`src/logic/gsd_pkg.sv`:
```
// package: register map, field positions, reset values and timing for the status/diag/pin block
`default_nettype none
package gsd_pkg;
  // -------------------------------------------------------------
  // register byte addresses (16-bit registers, even address)
  // -------------------------------------------------------------
  localparam logic [7:0]  GSD_ADDR_PIN   = 8'h32;  // pin_io_config
  localparam logic [7:0]  GSD_ADDR_MISC  = 8'h34;  // misc_config_selftest
  localparam logic [7:0]  GSD_ADDR_FLAGS = 8'h3c;  // error_flags

  localparam logic [15:0] GSD_RST_PIN    = 16'h0000;
  localparam logic [15:0] GSD_RST_MISC   = 16'h0000;
  localparam logic [15:0] GSD_RST_FLAGS  = 16'h0000;

  // implemented bits; everything else reads zero and ignores writes
  localparam logic [15:0] GSD_MASK_PIN   = 16'h0303;
  localparam logic [15:0] GSD_MASK_MISC  = 16'h0707;
  localparam logic [15:0] GSD_MASK_FLAGS = 16'h033f;

  // -------------------------------------------------------------
  // field positions
  // -------------------------------------------------------------
  localparam int GSD_PIN_DIR_A  = 0;
  localparam int GSD_PIN_LVL_A  = 8;
  localparam int GSD_MISC_SEL   = 0;   // 1 = line b, 0 = line a
  localparam int GSD_MISC_POL   = 1;   // 1 = active high
  localparam int GSD_MISC_EN    = 2;
  localparam int GSD_MISC_XPOS  = 8;
  localparam int GSD_MISC_XNEG  = 9;
  localparam int GSD_MISC_IST   = 10;
  localparam int GSD_FLG_SUPLO  = 0;
  localparam int GSD_FLG_SUPHI  = 1;
  localparam int GSD_FLG_UPD    = 2;
  localparam int GSD_FLG_COMM   = 3;
  localparam int GSD_FLG_OVR    = 4;
  localparam int GSD_FLG_ST     = 5;
  localparam int GSD_FLG_ALM1   = 8;
  localparam int GSD_FLG_ALM2   = 9;

  // -------------------------------------------------------------
  // timing
  // -------------------------------------------------------------
  localparam int unsigned GSD_CLK_MHZ       = 200;
  localparam int unsigned GSD_ST_TIME_MS    = 35;
  localparam int unsigned GSD_ST_CYCLES     = GSD_ST_TIME_MS * 1000 * GSD_CLK_MHZ;
  // a quarter of the shortest sample period, centre of the allowed duty window
  localparam int unsigned GSD_DRDY_PULSE_US = 977;
  localparam int unsigned GSD_DRDY_CYCLES   = GSD_DRDY_PULSE_US * GSD_CLK_MHZ;

  // conditions from the sensor core, all on core_clk
  typedef struct packed {
    logic alarm2;
    logic alarm1;
    logic st_fail;
    logic overrange;
    logic comm_fail;
    logic upd_fail;
    logic supply_hi;
    logic supply_lo;
  } gsd_cond_t;

  // alarm engine claim on the two lines
  typedef struct packed {
    logic [1:0] en;
    logic [1:0] lvl;
  } gsd_alarm_pin_t;

  typedef enum logic [0:0] {GSD_ST_IDLE, GSD_ST_RUN} gsd_st_state_t;
endpackage
`default_nettype wire

```
`src/logic/gsd_top.sv`:
```
// register bank: auxiliary pins, data-ready, self-test and error flags
// Operation
// - direction bit 1 makes a line output, 0 input; bit0 line a, bit1 line b
// - output line level follows level bit; bit 9 line b, bit 8 line a
// - data-ready toggles selected line after each sample update that comes while no pulse runs, then restores it
// - misc bit 2 enables data-ready, bit 1 polarity, bit 0 line select
// - writing misc bit 10 starts internal self-test; result ready within 35 ms
// - self-test outcome shows in flag bit 5; host waits before reading
// - external stimulus held while bit 9 (negative) or bit 8 (positive) set
// - flag bit 9 for alarm 2, bit 8 for alarm 1, 1 means active
// - flag bits 5,4,3,2: self-test, overrange, comm failure, update failure
// - flag bit 1 supply high, bit 0 supply low, zero when normal
// - supply and overrange flags clear themselves when the condition goes
// - other flags stick until a flag read, which returns then clears them
// - line claims resolve misc first, alarm second, pin config last
// - a line configured as input reads its pin level in bit 0 or 1
`default_nettype none
module gsd_top #(
  parameter int unsigned ST_CYCLES   = gsd_pkg::GSD_ST_CYCLES,
  parameter int unsigned DRDY_CYCLES = gsd_pkg::GSD_DRDY_CYCLES
) (
  input  wire logic                    core_clk,
  input  wire logic                    nrst,
  input  wire logic                    ce,
  input  wire logic [7:0]              reg_addr,
  input  wire logic                    reg_wr,
  input  wire logic [15:0]             reg_wdata,
  input  wire logic                    reg_rd,
  output logic      [15:0]             reg_rdata,
  input  wire logic                    sample_update,
  input  wire gsd_pkg::gsd_cond_t      cond,
  input  wire gsd_pkg::gsd_alarm_pin_t alarm_pin,
  input  wire logic                    aux_line_a_in,
  output logic                         aux_line_a_out,
  output logic                         aux_line_a_oe,
  input  wire logic                    aux_line_b_in,
  output logic                         aux_line_b_out,
  output logic                         aux_line_b_oe,
  output logic                         st_pos,
  output logic                         st_neg,
  output logic                         selftest_run
);
  localparam int STW = $clog2(ST_CYCLES + 1);
  localparam int PW  = $clog2(DRDY_CYCLES + 1);

  // ------------------------------------------------------------
  // declarations
  // ------------------------------------------------------------
  logic [15:0]           pin_q;
  logic [15:0]           pin_d;
  logic [15:0]           misc_q;
  logic [15:0]           misc_d;
  logic [15:0]           flags_q;
  logic [15:0]           flags_d;
  logic [15:0]           rdata_d;
  gsd_pkg::gsd_st_state_t st_q;
  gsd_pkg::gsd_st_state_t st_d;
  logic [STW-1:0]        st_cnt_q;
  logic [STW-1:0]        st_cnt_d;
  logic                  st_done;
  logic                  pulse_q;
  logic                  pulse_d;
  logic [PW-1:0]         pcnt_q;
  logic [PW-1:0]         pcnt_d;
  logic [1:0]            oe_d;
  logic [1:0]            out_d;
  logic [1:0]            oe_q;
  logic [1:0]            out_q;
  logic [1:0]            pin_sync;
  logic                  wr_pin;
  logic                  wr_misc;
  logic                  rd_flags;
  logic [15:0]           flag_set;

  // pins come from outside the clock domain
  gsd_sync #(.W(2)) u_pin_sync (
    .core_clk (core_clk),
    .nrst     (nrst),
    .ce       (ce),
    .d        ({aux_line_b_in, aux_line_a_in}),
    .q        (pin_sync)
  );

  // ------------------------------------------------------------
  // register access decode
  // ------------------------------------------------------------
  assign wr_pin   = ce && reg_wr && (reg_addr == gsd_pkg::GSD_ADDR_PIN);
  assign wr_misc  = ce && reg_wr && (reg_addr == gsd_pkg::GSD_ADDR_MISC);
  assign rd_flags = ce && reg_rd && (reg_addr == gsd_pkg::GSD_ADDR_FLAGS);
  assign st_done  = (st_q == gsd_pkg::GSD_ST_RUN) && (st_cnt_q == STW'(ST_CYCLES - 1));

  // ------------------------------------------------------------
  // control registers and internal self-test sequencer
  // ------------------------------------------------------------
  // a write while the test runs keeps bit 10 set so the run is not cut short
  always_comb begin
    pin_d    = pin_q;
    misc_d   = misc_q;
    st_d     = st_q;
    st_cnt_d = st_cnt_q;
    if (wr_pin) begin
      pin_d = reg_wdata & gsd_pkg::GSD_MASK_PIN;
    end
    if (wr_misc) begin
      misc_d = reg_wdata & gsd_pkg::GSD_MASK_MISC;
      if (st_q == gsd_pkg::GSD_ST_RUN) begin
        misc_d[gsd_pkg::GSD_MISC_IST] = 1'b1;
      end
    end
    if (ce) begin
      unique case (st_q)
        gsd_pkg::GSD_ST_IDLE: begin
          if (wr_misc && reg_wdata[gsd_pkg::GSD_MISC_IST]) begin
            st_d     = gsd_pkg::GSD_ST_RUN;
            st_cnt_d = '0;
          end
        end
        gsd_pkg::GSD_ST_RUN: begin
          if (st_done) begin
            st_d                          = gsd_pkg::GSD_ST_IDLE;
            misc_d[gsd_pkg::GSD_MISC_IST] = 1'b0;
          end else begin
            st_cnt_d = st_cnt_q + STW'(1);
          end
        end
      endcase
    end
  end

  always_ff @(posedge core_clk or negedge nrst) begin
    if (!nrst) begin
      pin_q    <= gsd_pkg::GSD_RST_PIN;
      misc_q   <= gsd_pkg::GSD_RST_MISC;
      st_q     <= gsd_pkg::GSD_ST_IDLE;
      st_cnt_q <= '0;
    end else begin
      pin_q    <= pin_d;
      misc_q   <= misc_d;
      st_q     <= st_d;
      st_cnt_q <= st_cnt_d;
    end
  end

  // ------------------------------------------------------------
  // error flags
  // ------------------------------------------------------------
  // a new event in the read cycle survives the clear: set wins
  always_comb begin
    flag_set                        = '0;
    flag_set[gsd_pkg::GSD_FLG_ALM2] = cond.alarm2;
    flag_set[gsd_pkg::GSD_FLG_ALM1] = cond.alarm1;
    flag_set[gsd_pkg::GSD_FLG_ST]   = st_done && cond.st_fail;
    flag_set[gsd_pkg::GSD_FLG_COMM] = cond.comm_fail;
    flag_set[gsd_pkg::GSD_FLG_UPD]  = cond.upd_fail;
    flags_d = flags_q;
    if (ce) begin
      flags_d = (rd_flags ? 16'h0000 : flags_q) | flag_set;
      flags_d[gsd_pkg::GSD_FLG_OVR]   = cond.overrange;
      flags_d[gsd_pkg::GSD_FLG_SUPHI] = cond.supply_hi;
      flags_d[gsd_pkg::GSD_FLG_SUPLO] = cond.supply_lo;
      flags_d = flags_d & gsd_pkg::GSD_MASK_FLAGS;
    end
  end

  always_ff @(posedge core_clk or negedge nrst) begin
    if (!nrst) begin
      flags_q <= gsd_pkg::GSD_RST_FLAGS;
    end else begin
      flags_q <= flags_d;
    end
  end

  // ------------------------------------------------------------
  // data-ready pulse timer
  // ------------------------------------------------------------
  // fixed width; duty stays in window only for sample periods near the fastest
  always_comb begin
    pulse_d = pulse_q;
    pcnt_d  = pcnt_q;
    if (ce) begin
      if (!misc_q[gsd_pkg::GSD_MISC_EN]) begin
        pulse_d = 1'b0;
        pcnt_d  = '0;
      end else if (pulse_q) begin
        if (pcnt_q == PW'(DRDY_CYCLES - 1)) begin
          pulse_d = 1'b0;
          pcnt_d  = '0;
        end else begin
          pcnt_d = pcnt_q + PW'(1);
        end
      end else if (sample_update) begin
        pulse_d = 1'b1;
      end
    end
  end

  always_ff @(posedge core_clk or negedge nrst) begin
    if (!nrst) begin
      pulse_q <= 1'b0;
      pcnt_q  <= '0;
    end else begin
      pulse_q <= pulse_d;
      pcnt_q  <= pcnt_d;
    end
  end

  // ------------------------------------------------------------
  // line drivers: misc beats alarm beats pin config
  // ------------------------------------------------------------
  always_comb begin
    oe_d  = oe_q;
    out_d = out_q;
    if (ce) begin
      for (int i = 0; i < 2; i++) begin
        if (misc_q[gsd_pkg::GSD_MISC_EN] && (misc_q[gsd_pkg::GSD_MISC_SEL] == (i == 1))) begin
          oe_d[i]  = 1'b1;
          out_d[i] = pulse_q ~^ misc_q[gsd_pkg::GSD_MISC_POL];
        end else if (alarm_pin.en[i]) begin
          oe_d[i]  = 1'b1;
          out_d[i] = alarm_pin.lvl[i];
        end else begin
          oe_d[i]  = pin_q[gsd_pkg::GSD_PIN_DIR_A + i];
          out_d[i] = pin_q[gsd_pkg::GSD_PIN_DIR_A + i] &&
                     pin_q[gsd_pkg::GSD_PIN_LVL_A + i];
        end
      end
    end
  end

  // ------------------------------------------------------------
  // read data, stimulus and status outputs
  // ------------------------------------------------------------
  always_comb begin
    rdata_d = reg_rdata;
    if (ce && reg_rd) begin
      unique case (reg_addr)
        gsd_pkg::GSD_ADDR_PIN: begin
          rdata_d = pin_q;
          for (int i = 0; i < 2; i++) begin
            if (!pin_q[gsd_pkg::GSD_PIN_DIR_A + i]) begin
              rdata_d[gsd_pkg::GSD_PIN_DIR_A + i] = pin_sync[i];
            end
          end
        end
        gsd_pkg::GSD_ADDR_MISC:  rdata_d = misc_q;
        gsd_pkg::GSD_ADDR_FLAGS: rdata_d = flags_q;
        default:                 rdata_d = 16'h0000;
      endcase
    end
  end

  always_ff @(posedge core_clk or negedge nrst) begin
    if (!nrst) begin
      oe_q         <= 2'h0;
      out_q        <= 2'h0;
      reg_rdata    <= 16'h0000;
      st_pos       <= 1'b0;
      st_neg       <= 1'b0;
      selftest_run <= 1'b0;
    end else begin
      oe_q      <= oe_d;
      out_q     <= out_d;
      reg_rdata <= rdata_d;
      if (ce) begin
        st_pos       <= misc_q[gsd_pkg::GSD_MISC_XPOS];
        st_neg       <= misc_q[gsd_pkg::GSD_MISC_XNEG];
        selftest_run <= (st_q == gsd_pkg::GSD_ST_RUN);
      end
    end
  end

  assign aux_line_a_oe  = oe_q[0];
  assign aux_line_a_out = out_q[0];
  assign aux_line_b_oe  = oe_q[1];
  assign aux_line_b_out = out_q[1];
endmodule
`default_nettype wire

```
`src/logic/gsd_sync.sv`:
```
// two-flop synchroniser for pin inputs
`default_nettype none
module gsd_sync #(
  parameter int W = 1
) (
  input  wire logic         core_clk,
  input  wire logic         nrst,
  input  wire logic         ce,
  input  wire logic [W-1:0] d,
  output logic      [W-1:0] q
);
  logic [W-1:0] meta_q;
  logic [W-1:0] meta_d;
  logic [W-1:0] q_d;

  // ------------------------------------------------------------
  // next values
  // ------------------------------------------------------------
  always_comb begin
    meta_d = ce ? d : meta_q;
    q_d    = ce ? meta_q : q;
  end

  // meta_q is read only by the second stage
  always_ff @(posedge core_clk or negedge nrst) begin
    if (!nrst) begin
      meta_q <= '0;
      q      <= '0;
    end else begin
      meta_q <= meta_d;
      q      <= q_d;
    end
  end
endmodule
`default_nettype wire

```
`config.mk`:
```
export PLATFORM = sky130hd
export DESIGN_NAME = gsd_top
export DESIGN_NICKNAME = d
export VERILOG_FILES = /design/src/logic/gsd_pkg.sv /design/src/logic/gsd_top.sv /design/src/logic/gsd_sync.sv
export SDC_FILE = /design/constraint.sdc
export NUM_CORES = 1
export LEC_CHECK = 0
export BUFFER_PORTS_ARGS = -buffer_cell sky130_fd_sc_hd__buf_2
export CAP_MARGIN = 20
export CORE_UTILIZATION = 46
export DETAILED_ROUTE_END_ITERATION = 12
export HOLD_SLACK_MARGIN = 0.02
export PLACE_DENSITY = 0.67
export SLEW_MARGIN = 5
export SYNTH_ARGS = -nofsm -noshare
export SYNTH_HDL_FRONTEND = slang
export SYNTH_SLANG_ARGS = --single-unit
```
`constraint.sdc`:
```
create_clock -name core_clk -period 2.56 [get_ports core_clk]
set_clock_uncertainty 0.1 [all_clocks]
set_input_delay 0.128 -clock core_clk [delete_from_list [all_inputs] [get_ports core_clk]]
set_output_delay 0.128 -clock core_clk [all_outputs]
set_load 0.02 [all_outputs]
```
## Yosys cells after proc, flatten, opt, wreduce, memory -nomap -nowiden

Cells that the tools add are included.

- Logic and storage cells: 74
- Input port bits: 44
- Bits in registers: 88

- Muxes and demuxes: 30
- Bitwise logic cells: 4
- $add $sub $neg: 2
- Equal/unequal tests: 8
- Reductions and logical operators: 14

Operator list:

| operator | count |
|---|---|
| two-way mux 18 bit | 3 |
| two-way mux 23 bit | 2 |
| case mux 23 bit (2 select lines) | 1 |
| case mux 11 bit (3 select lines) | 1 |
| equality test 8 x 6 -> 1 bit (second input constant) | 3 |
| adder 23 x 1 -> 23 bit (second input constant) | 1 |
| equality test 23 bit (second input constant) | 1 |
| two-way mux 1 bit | 20 |
| adder 18 x 1 -> 18 bit (second input constant) | 1 |
| equality test 18 bit (second input constant) | 1 |
| logical AND 1 bit | 12 |
| two-way mux 11 bit | 1 |
| two-way mux 10 bit | 1 |
| bitwise OR 10 bit | 1 |
| != test 2 bit (second input constant) | 2 |
| AND reduction 3 bit | 1 |
| != test 2 x 1 -> 1 bit (second input constant) | 1 |
| inverter 1 bit | 2 |
| case mux 1 bit (2 select lines) | 1 |
| AND reduction 2 bit | 1 |
| XNOR 1 bit | 1 |

## Depth between registers and ports, before layout

Gate-level depths: netlist of run 1.

- Depth after elaboration: 6
- Depth in mapped cells: 7

## By module

A second synthesis of run 1 with hierarchy kept.

- Cells, all modules: 414
- Area total of the unflattened synthesis: 4,119.0 µm²

Modules (own cells, without submodules):

| module | times used | cells each | area each (µm²) |
|---|---|---|---|
| gsd_top | 1 | 406 | 3,973.8 |
| gsd_sync | 1 | 8 | 145.1 |

## Least setup slack after synthesis of run 1

Ideal clock, no wire load.

- Path type: register -> register
- Start: register st_cnt_q[13]
- End: register st_q
- Clock period less this slack: 2.004 ns
- Setup slack: 0.556 ns
- Data arrival time: 1.785 ns
- Data required time: 2.342 ns
- Cell stages (with the launch flop): 6
- Path buffers: 0
- Cells stage by stage: dfrtp_1 -> and4b_1 -> nand4_1 -> nor4_1 -> nor2_1 -> a21o_1

- Longest elaborated chain between the ends: 4

RTL lines:

| element | line | source |
|---|---|---|
| start, declared | gsd_top.sv:58 | `logic [STW-1:0] st_cnt_q;` |
| start signal, assigned | gsd_top.sv:140 | `st_cnt_q <= st_cnt_d;` |
| equality test 23 bit | gsd_top.sv:90 | `assign st_done = (st_q == gsd_pkg::GSD_ST_RUN) && (st_cnt_q == STW'(ST_CYCLES - 1));` |
| logical AND 1 bit | gsd_top.sv:90 |  |
| two-way mux 1 bit | gsd_top.sv:119 | `if (st_done) begin` |
| case mux 1 bit (2 select lines) | gsd_top.sv:111 | `unique case (st_q)` |
| end signal, assigned | gsd_top.sv:134 | `st_q <= gsd_pkg::GSD_ST_IDLE;` |
| end signal, assigned | gsd_top.sv:139 | `st_q <= st_d;` |
| end, declared | gsd_top.sv:56 | `gsd_pkg::gsd_st_state_t st_q;` |

Every way passes these cells.
A chain may end at the register's enable or synchronous reset.

## Final worst setup path of run 1

- Start: register st_cnt_q[2]
- End: register st_cnt_q[17]

- Longest elaborated chain between the ends: 4

RTL lines:

| element |
|---|
| branches (longest 4 deep; another with adder 23 x 1 -> 23 bit) |

Parallel ways; which one is timed is not known. The select of a mux whose other input is x is not followed.

==> results by group, run 1 <==
Timing
  • Tmin final: 2.21 ns
  • TNS Setup: 0 ns
  • RSZ-0062 raised after global routing: no
  • Final Max Tran Viols: 0
  • Maximum clock rate: 453 MHz
  • Final Setup Violations: 0
  • Period utilization: 86.2%
  • Hold Fails Final Rpt: 0
  • Rel. slew slack: 60.2%
  • Worst Tran Pin Value: 0.592 ns

Min path
  • Hold Crit Class: in -> reg
  • HP Start: reg_addr[1]
  • Hold depth: 3
  • Min-Delay Endpoint: reg_rdata[10]

Setup path
  • Reg-to-Reg End: st_cnt_q[17]
  • Critical Path Sink Type: flop
  • Arrival @ worst endpoint: 2.38 ns
  • Largest fanout on the critical path: 12
  • Worst r2r path cells: 5
  • CP Launch Type: flop
  • Worst EP required: 2.73 ns
  • Max incr delay on CP: 0.53 ns
  • CP Class: reg -> reg
  • Slowest-stage cell, CP: or4_1
  • R2r setup slk: 0.35 ns
  • Sequence of cells on the critical path: nand3_1 > nor3_1 > o211ai_2 > or4_1 > a21oi_1
  • Worst reg2reg startpoint: st_cnt_q[2]

GRT
  • GRT overflow: 0
  • Vias in the first global route: 3,033
  • Largest net degree at the start of global routing: 48
  • GRT Resource Usage Total: 21.1%
  • Initial antenna violation count: 0
  • First-pass GRT wire length: 14,400 um

Detailed routing
  • Vias: 3,262
  • DR WL met3: 338 um
  • Met2 WL: 4280 um
  • Highest routed metal layer: met4
  • DRC Markers: 0
  • WL final: 8740 um
  • Metal-1 WL: 4020 um
  • Antenna violation net count after detailed routing: 0
  • DR pass1 iterations: 4
  • Initial drt markers: 128
  • Routed length per instance: 15.0 um
  • Average vias per placed instance: 5.61

Logic synthesis
  • Post-Syn Area: 3960 sq um
  • Flops & latches, synth: 81
  • Post-synth ARST share: 100%
  • Yosys warning count: 0
  • Gate Count Post-Synth: 395
  • Register area share after synthesis: 51.2%
  • Mean post-synth cell area: 10.0 sq um
  • Top_reg_cell synth: dfrtp_1
  • Netlist cell types: 53
  • Number of synthesized flops with an enable pin: 0

Floorplanning
  • Starting Density: 48.0%
  • Top-Level Pins: 67
  • # rows: 33
  • Die Y: 94.8 um
  • Core area: 8260 sq um
  • Die area: 8990 sq um
  • Die Span X: 94.8 um

Place
  • Placer Congestion: 0.773
  • Post-DP HPWL: 6190 um
  • I/O Buffers: 49

Clock tree
  • Clock Latency Late Sink: 0.35 ns
  • Root buffer cell: clkbuf_8
  • CTS H-tree depth: 3
  • Clock Pin Slew Worst Setup and Hold Paths: 0.08 ns
  • Clock Sinks: 81
  • Clock Tree Buf Depth: 2
  • CTS tree: built
  • CTS Buf Count: 9

Cells and area
  • Most frequent cells in the layout: dfrtp_1, buf_2, nand2_1, nor2_1, o21ai_0
  • Diodes inserted: 0
  • Share of cells above drive strength 1: 21.6%
  • Commonest non-fill, non-tap cell in the layout: dfrtp_1
  • Area delta synth->final: 19.9%
  • Nets: 517
  • Fillers: 725

Power and ir drop
  • Leak pwr: 0.00222 uW
  • Peak supply drop: 0.365 mV
  • Total Power: 2540 uW
  • Pwr/cell area: 534 nW/um^2

Status
  • Status: finished clean

Job
  • Max Cap Viol: 0
-- layer usage --
metal | vias to the layer above | track usage (%)
met5 | - | 0
met4 | 0 | 5.30
met3 | 12 | 5.88
met2 | 73 | 33.5
met1 | 1605 | 28.4
li1 | 1572 | -
-- where the power goes --
| part | leakage [uW] | internal (uW) | total (uW) | switching, uW |
|---|---|---|---|---|
| Sequential | 0.00106 | 1330 | 1370 | 46.0 |
| Combinational | 0.00106 | 111 | 247 | 136 |
| Clock | 0.000103 | 450 | 918 | 468 |
| Total | 0.00222 | 1890 | 2540 | 650 |
-- how the worst max path moves through the flow --
stage / startpoint / endpoint / slack, ns / depth (start not counted)
3_3_place_gp: reg_addr[1] / st_cnt_q[17] / 0.35 / 6
5_1_grt: st_cnt_q[2] / st_cnt_q[17] / 0.15 / 5
2_1_floorplan: st_cnt_q[13] / st_q / 0.56 / 5
6_report: st_cnt_q[2] / st_cnt_q[17] / 0.35 / 5
3_5_place_dp: reg_addr[1] / st_cnt_q[17] / 0.32 / 6
4_1_cts: st_cnt_q[2] / st_cnt_q[17] / 0.38 / 5
-- sequential cells by signal (all words and copies together) (netlist names), 4 cells and up --
signal and flops:
misc_q 6, reg_rdata 9, st_cnt_q 23, pin_q 4
pcnt_q 18, flags_q 8
-- area by class of cell --
type                            instances  area [sq um]  share of cell area, %
Tap cell                              105           131                   2.76
Timing Repair Buffer                   82           558                   11.7
Inverter                               11          41.3                  0.869
Clock buffer                            9           124                   2.61
Sequential cell                        81          2030                   42.7
Multi-Input combinational cell        286          1800                   37.9
Clock inverter                          7          71.3                   1.50
-- repair_timing --
action / 4_1_cts / 5_1_grt
hold buffers: 19 / 1
hold endpoints to repair: 56 / 1
gates resized for setup: 0 / 0
setup buffers: 0 / 0
-- Yosys cell counts, types with 3 or more instances --
| cell | number | area share (%) |
|---|---|---|
| o311ai_0 | 3 | 0.66 |
| o2111ai_1 | 3 | 0.66 |
| inv_1 | 11 | 1.0 |
| or4_1 | 3 | 0.57 |
| dfrtp_1 | 81 | 51 |
| nand2_1 | 37 | 3.5 |
| nor4_1 | 6 | 0.95 |
| o22ai_1 | 4 | 0.63 |
| a22o_1 | 11 | 2.4 |
| a21oi_1 | 18 | 2.3 |
| nand4_1 | 12 | 1.9 |
| o31ai_1 | 5 | 0.95 |
| clkbuf_1 | 10 | 0.95 |
| a21o_1 | 3 | 0.57 |
| mux2_2 | 17 | 4.8 |
| nor3_1 | 5 | 0.63 |
| o21ai_0 | 24 | 3.0 |
| and3_1 | 8 | 1.3 |
| a31oi_1 | 6 | 0.95 |
| nand3_1 | 19 | 2.4 |
| nand2b_1 | 6 | 0.95 |
| xnor2_1 | 5 | 1.1 |
| nor2_1 | 33 | 3.1 |
| buf_4 | 7 | 1.3 |
| mux2i_1 | 6 | 1.5 |
| xor2_1 | 10 | 2.2 |
| or3_1 | 8 | 1.3 |
-- critical path: cells and delay by family, from the launching register on --
| family | cells | cell delay [ns] |
|---|---|---|
| simple gates | 3 | 1.14 |
| flops | 1 | 0.43 |
| compound gates | 2 | 0.47 |
-- metrics by stage --
step / instance area, sq um / hold slack, ns / instances / setup WS, ns / util (%)
floorplan: 3990 / -0.268 / 401 / 0.556 / -
global placement: 4360 / 0.0213 / 545 / 0.346 / 52.8
detailed placement: 4360 / 0.0274 / 545 / 0.321 / 52.8
CTS: 4740 / 0.0219 / 580 / 0.378 / 57.4
global route: 4750 / 0.0469 / 581 / 0.146 / 57.5
finish: 4750 / 0.0669 / 581 / 0.353 / 57.5
-- logic make-up (layout without fill, tap and decap cells) --
group / Yosys count / count (layout) / share of synthesized area, %
and+or+nand+nor: 152 / 152 / 19.9
AOI/OAI and AO/OA: 87 / 87 / 14.4
DFF: 81 / 81 / 51.2
buffers and inverters: 34 / 109 / 4.17
muxes: 23 / 23 / 6.35
xor gates and xnor gates: 15 / 15 / 3.32
adders and majority gates: 2 / 2 / 0.631
other: 1 / 7 / 0.0946
(Power assumes the default switching activity.)
==> inputs of run 2 (changes only) <==
- PLACE_DENSITY: 0.67 -> 0.7
- clock period: 2.56 -> 1.8 ns (I/O delays scaled with it)
==> results by group, run 2 (synthesis results as in run 1) <==
Timing
  • Rel. slew slack: 61.3% (+1.1 points)
  • Period utilization: 109% (+23 points)
  • Final Max Tran Viols: 0 (unchanged)
  • Worst Tran Pin Value: 0.578 ns (-0.0141 ns)
  • TNS Setup: -0.406 ns (-0.406 ns)
  • Final Setup Violations: 8 (+8)
  • Maximum clock rate: 509 MHz (+12%)
  • Worst setup margin: -0.166 ns (-0.519 ns)
  • RSZ-0062 raised after global routing: yes
  • Tmin final: 1.97 ns (-0.241 ns)
  • Hold Fails Final Rpt: 0 (unchanged)

Cells and area
  • Top reg by flops: st_cnt_q
  • Post-Route Utilization: 65.3% (+7.7 points)
  • Diodes inserted: 0 (unchanged)
  • Nets: 571 (+10%)
  • Fillers: 649 (-10%)
  • Area delta synth->final: 36.0%
  • Multi-input gate area in the final layout: 2000 sq um (+11%)
  • Most frequent cells in the layout: dfrtp_1, buf_4, buf_2, nand2_1, nor2_1
  • Commonest non-fill, non-tap cell in the layout: dfrtp_1
  • Share of cells above drive strength 1: 35.1% (+13 points)
  • Biggest regs: st_cnt_q x23, pcnt_q x18, reg_rdata x9
  • Max reg flops: 23 (unchanged)
  • Sequential cell area: 2030 sq um (+0.12%)

Detailed routing
  • Routed length per instance: 16.4 um (+9.1%)
  • Average vias per placed instance: 5.66 (+0.81%)
  • DR WL met3: 540 um (+60%)
  • WL final: 10,400 um (+19%)
  • Met2 WL: 5320 um (+24%)
  • Initial drt markers: 175 (+37%)
  • Metal-1 WL: 4400 um (+9.3%)
  • DRC Markers: 0 (unchanged)
  • Highest routed metal layer: met4
  • Vias: 3,594 (+10%)
  • DR pass1 iterations: 4 (unchanged)
  • Antenna violation net count after detailed routing: 0 (unchanged)

Clock tree
  • CTS Buf Count: 9 (unchanged)
  • CTS tree: built
  • CTS H-tree depth: 3 (unchanged)
  • Root buffer cell: clkbuf_8
  • Clock Tree Buf Depth: 2 (unchanged)
  • Clock Sinks: 81 (unchanged)
  • Clock Latency Late Sink: 0.36 ns (about the same)
  • Clock Pin Slew Worst Setup and Hold Paths: 0.09 ns (about the same)

Setup path
  • Worst path buffer plus inverter count: 0 (unchanged)
  • Worst EP required: 1.97 ns (-0.76 ns)
  • Kind of cell adding the most delay to the critical path: simple AND/OR/NAND/NOR gates
  • Sequence of cells on the critical path: ha_2 > nand4_1 > nor2_4 > o211ai_1 > or4_1 > a21oi_1
  • CP Class: reg -> reg
  • Largest fanout on the critical path: 4 (-8)
  • CP Launch Type: flop
  • Slowest-stage cell, CP: or4_1
  • Arrival @ worst endpoint: 2.13 ns (-0.25 ns)
  • Max incr delay on CP: 0.48 ns (-0.05 ns)
  • Critical Path Sink Type: flop

Power and ir drop
  • Leak pwr: 0.00252 uW (+14%)
  • Pwr/cell area: 702 nW/um^2 (+31%)
  • Peak supply drop: 0.372 mV (+2.0%)

Place
  • I/O Buffers: 49 (unchanged)
  • Post-DP HPWL: 7130 um (+15%)
  • Placer Congestion: 0.896 (+16%)

Floorplanning
  • # rows: 33 (unchanged)
  • Top-Level Pins: 67 (unchanged)
  • Starting Density: 48.0% (unchanged)
  • Die Span X: 94.8 um (unchanged)
  • Die area: 8990 sq um (unchanged)
  • Core area: 8260 sq um (unchanged)
  • Die Y: 94.8 um (unchanged)

GRT
  • First-pass GRT wire length: 16,200 um (+12%)
  • Largest net degree at the start of global routing: 55 (+15%)
  • Initial antenna violation count: 0 (unchanged)
  • GRT Resource Usage Total: 23.6% (+2.6 points)
  • GRT overflow: 0 (unchanged)
  • Vias in the first global route: 3,471 (+14%)

Min path
  • Hold Crit Class: in -> reg

Job
  • Max Cap Viol: 0 (unchanged)

Status
  • Status: finished with violations
  • Failing checks: setup timing
## run 2: final timing paths
kind / startpoint / to / slack, ns / cells after the start
worst max-delay path: st_cnt_q[1] / st_cnt_q[22] / -0.17 / 6
worst min-delay path: reg_wdata[10] / misc_q[10] / 0.06 / 4
worst max register to register: st_cnt_q[1] / st_cnt_q[22] / -0.17 / 6
worst min register to register: flags_q[5] / flags_q[5] / 0.38 / 2
max in group asynchronous: nrst / st_cnt_q[16] / 0.90 / 3
min in group asynchronous: nrst / pcnt_q[15] / 0.08 / 2
## run 2: metal layers
metal	GRT usage, %	vias to the layer above
li1	-	1689
met5	0	-
met3	4.75	21
met1	30.8	1784
met2	38.9	100
met4	8.46	0
## run 2: worst register-to-register path: stages (launching register included)
cell,delay [ns]
dfrtp_1,0.37
ha_2,0.21
nand4_1,0.17
nor2_4,0.17
o211ai_1,0.20
or4_1,0.48
a21oi_1,0.19
## run 2: repair_timing
item,CTS,global route
setup buffers,3,6
pin swaps,4,17
setup endpoints to repair,27,33
endpoints found under the hold margin,104,0
gates cloned,0,1
hold buffers,21,0
resized for setup,8,37
## run 2: power breakdown
part           total, uW  switching [uW]  internal [uW]
Clock               1390             724            663
Combinational        456             244            212
Sequential          1940            54.1           1890
Total               3790            1020           2760
## run 2: through the flow
| stage | total power [uW] | hold WS (ns) | area, sq um | cells | setup WS (ns) |
|---|---|---|---|---|---|
| after global routing | 3950 | 0.0656 | 5390 | 635 | -0.292 |
| after floorplan | 2170 | -0.306 | 4050 | 401 | -0.111 |
| after detailed placement | 2360 | -0.0655 | 4730 | 589 | -0.210 |
| final | 3790 | 0.0566 | 5390 | 635 | -0.166 |
| after CTS | 3790 | 0.0394 | 5200 | 629 | -0.0134 |
| after global placement | 2350 | -0.0686 | 4730 | 589 | -0.134 |
## run 2: cell type report
type	instances	area share, %
multi-input cells	287	37.1
clock inverters	7	1.51
repair buffers	135	18.2
clock buffers	9	2.30
flip-flops and latches	81	37.7
well taps	105	2.44
inverters	11	0.766
==> inputs of run 3 (changes only) <==
- BUFFER_PORTS_ARGS: -buffer_cell sky130_fd_sc_hd__buf_2 -> default
- DONT_BUFFER_PORTS: default -> 1
- PLACE_DENSITY: 0.7 -> default
==> results by group, run 3 (synthesis results as in run 1) <==
Status
  • Status: finished with violations
  • Failing checks: hold timing, setup timing

Floorplanning
  • Die Span X: 94.8 um (unchanged)
  • Core area: 8260 sq um (unchanged)
  • Die Y: 94.8 um (unchanged)
  • Starting Density: 48.0% (unchanged)
  • Die area: 8990 sq um (unchanged)
  • Top-Level Pins: 67 (unchanged)
  • # rows: 33 (unchanged)

Clock tree
  • CTS Buf Count: 9 (unchanged)
  • Clock Pin Slew Worst Setup and Hold Paths: 0.10 ns (about the same)
  • CTS H-tree depth: 3 (unchanged)
  • Root buffer cell: clkbuf_8
  • CTS tree: built
  • Clock Latency Late Sink: 0.36 ns (about the same)
  • Clock Sinks: 81 (unchanged)
  • Clock Tree Buf Depth: 2 (unchanged)
  • CTS Hold Bufs: 43 (+100%)

Place
  • Placer Congestion: 0.839 (-6.4%)
  • Placement Cell Area: 4470 sq um (-5.3%)
  • I/O Buffers: 0 (-100%)
  • Post-DP HPWL: 6380 um (-11%)

Job
  • Max Cap Viol: 0 (unchanged)

Timing
  • Hold Fails Final Rpt: 81 (+81)
  • Final hold slack: -0.683 ns (-0.740 ns)
  • TNS Setup: -0.142 ns (+0.265 ns)
  • Period utilization: 103% (-6.0 points)
  • Maximum clock rate: 538 MHz (+5.8%)
  • Rel. slew slack: 56.8% (-4.5 points)
  • Final Max Tran Viols: 0 (unchanged)
  • Tmin final: 1.86 ns (-0.107 ns)
  • Worst setup margin: -0.0590 ns (+0.107 ns)
  • RSZ-0062 raised after global routing: yes
  • Final Setup Violations: 3 (-5)
  • Worst Tran Pin Value: 0.648 ns (+0.0695 ns)

Cells and area
  • Nets: 548 (-4.0%)
  • Biggest regs: st_cnt_q x23, pcnt_q x18, reg_rdata x9
  • Share of cells above drive strength 1: 25.6% (-9.5 points)
  • Commonest non-fill, non-tap cell in the layout: dfrtp_1
  • Max reg flops: 23 (unchanged)
  • Design Area, Final: 5300 sq um (-1.6%)
  • Fillers: 660 (+1.7%)
  • Top reg by flops: st_cnt_q
  • Area delta synth->final: 33.8%
  • Diodes inserted: 0 (unchanged)
  • Multi-input gate area in the final layout: 1940 sq um (-3.0%)
  • Sequential cell area: 2030 sq um (-0.12%)
  • Most frequent cells in the layout: dfrtp_1, buf_4, dlygate4sd3_1, nand2_1, nor2_1

GRT
  • Initial antenna violation count: 0 (unchanged)
  • Vias in the first global route: 3,286 (-5.3%)
  • GRT overflow: 0 (unchanged)
  • Largest net degree at the start of global routing: 82 (+49%)
  • First-pass GRT wire length: 16,000 um (-0.90%)
  • GRT Resource Usage Total: 23.1% (-0.54 points)

Detailed routing
  • DR pass1 iterations: 4 (unchanged)
  • Routed length per instance: 16.2 um (-1.1%)
  • WL final: 9940 um (-4.7%)
  • Initial drt markers: 146 (-17%)
  • Vias: 3,428 (-4.6%)
  • DRC Markers: 0 (unchanged)
  • Average vias per placed instance: 5.60 (-1.0%)
  • Antenna violation net count after detailed routing: 0 (unchanged)

Power and ir drop
  • Switch Pwr: 962 uW (-5.8%)
  • Pwr/cell area: 703 nW/um^2 (about the same)
  • Clock power share: 37.7% (+1.1 points)
  • Cell internal pwr: 2760 uW (about the same)
  • Leak pwr: 0.00240 uW (-4.7%)
  • Reg power frac: 52.6% (+1.3 points)
  • Switch share: 25.8% (-1.2 points)
  • Logic pwr share: 9.8% (-2.2 points)
  • Peak supply drop: 0.400 mV (+7.4%)

Setup path
  • Critical Path Sink Type: flop
  • Arrival @ worst endpoint: 2.04 ns (-0.09 ns)
  • CP Launch Type: flop
  • Worst EP required: 1.98 ns (about the same)
  • CP Class: reg -> reg
  • Crit path launch: st_cnt_q[0]
  • Worst reg2reg startpoint: st_cnt_q[0]
  • Largest fanout on the critical path: 4 (unchanged)

Min path
  • Hold Crit Class: in -> async
## run 3: cell type report
class | instances | share of cell area [%]
Clock inverter | 7 | 1.56
Clock buffer | 9 | 2.34
Timing Repair Buffer | 113 | 18.0
Tap cell | 105 | 2.48
Inverter | 11 | 0.779
Multi-Input combinational cell | 286 | 36.6
Sequential cell | 81 | 38.2
## run 3: worst max-delay path, stage by stage (launching register included)
cell and delay, ns:
dfrtp_1 0.40, ha_2 0.20, nand4_1 0.13, nor2_2 0.18
o211ai_1 0.17, or4_1 0.45, a21oi_1 0.16
## run 3: power groups by stage
stage               clock network [uW]  logic, uW  registers [uW]
floorplan                            0        186            1990
global placement                     0        241            1990
detailed placement                   0        244            1990
CTS                               1430        339            1960
global route                      1510        397            1970
finish                            1400        365            1960
## run 3: path summary, 6_finish.rpt
path / slack (ns) / cells past startpoint / endpoint
worst max-delay path: -0.06 / 6 / st_cnt_q[22]
worst max register to register: -0.06 / 6 / st_cnt_q[22]
worst min register to register: 0.38 / 2 / flags_q[5]
worst min-delay path: -0.68 / 0 / pcnt_q[15]
max in group asynchronous: 2.14 / 0 / st_cnt_q[19]
min in group core_clk: 0.06 / 4 / st_cnt_q[14]
## run 3: what timing repair did
item                                    in CTS  in global routing
pin swaps                                    1                  9
endpoints found under the setup margin       8                 48
hold endpoints to repair                   120                 81
cloned                                       0                  1
buffers inserted                             4                  7
gates resized for setup                      3                 25
## run 3: through the flow
step                hold slack [ns]  power (uW)  utilization [%]  setup slack [ns]  std cells
finish                       -0.683        3730             64.2           -0.0590        612
global route                 -0.705        3870             64.2            -0.172        612
floorplan                    -0.306        2170                -            -0.111        401
CTS                          -0.698        3730             62.4           0.00122        604
global placement             -0.304        2230             54.2           -0.0718        541
detailed placement           -0.304        2240             54.2           -0.0914        541
## run 3: layer usage
layer | global-route usage (%) | up-vias | routed length (um)
met4 | 8.33 | 0 | 138
met1 | 31.7 | 1699 | 4570
met3 | 4.67 | 12 | 390
met5 | 0 | - | 0
met2 | 36.0 | 72 | 4850
li1 | - | 1645 | -
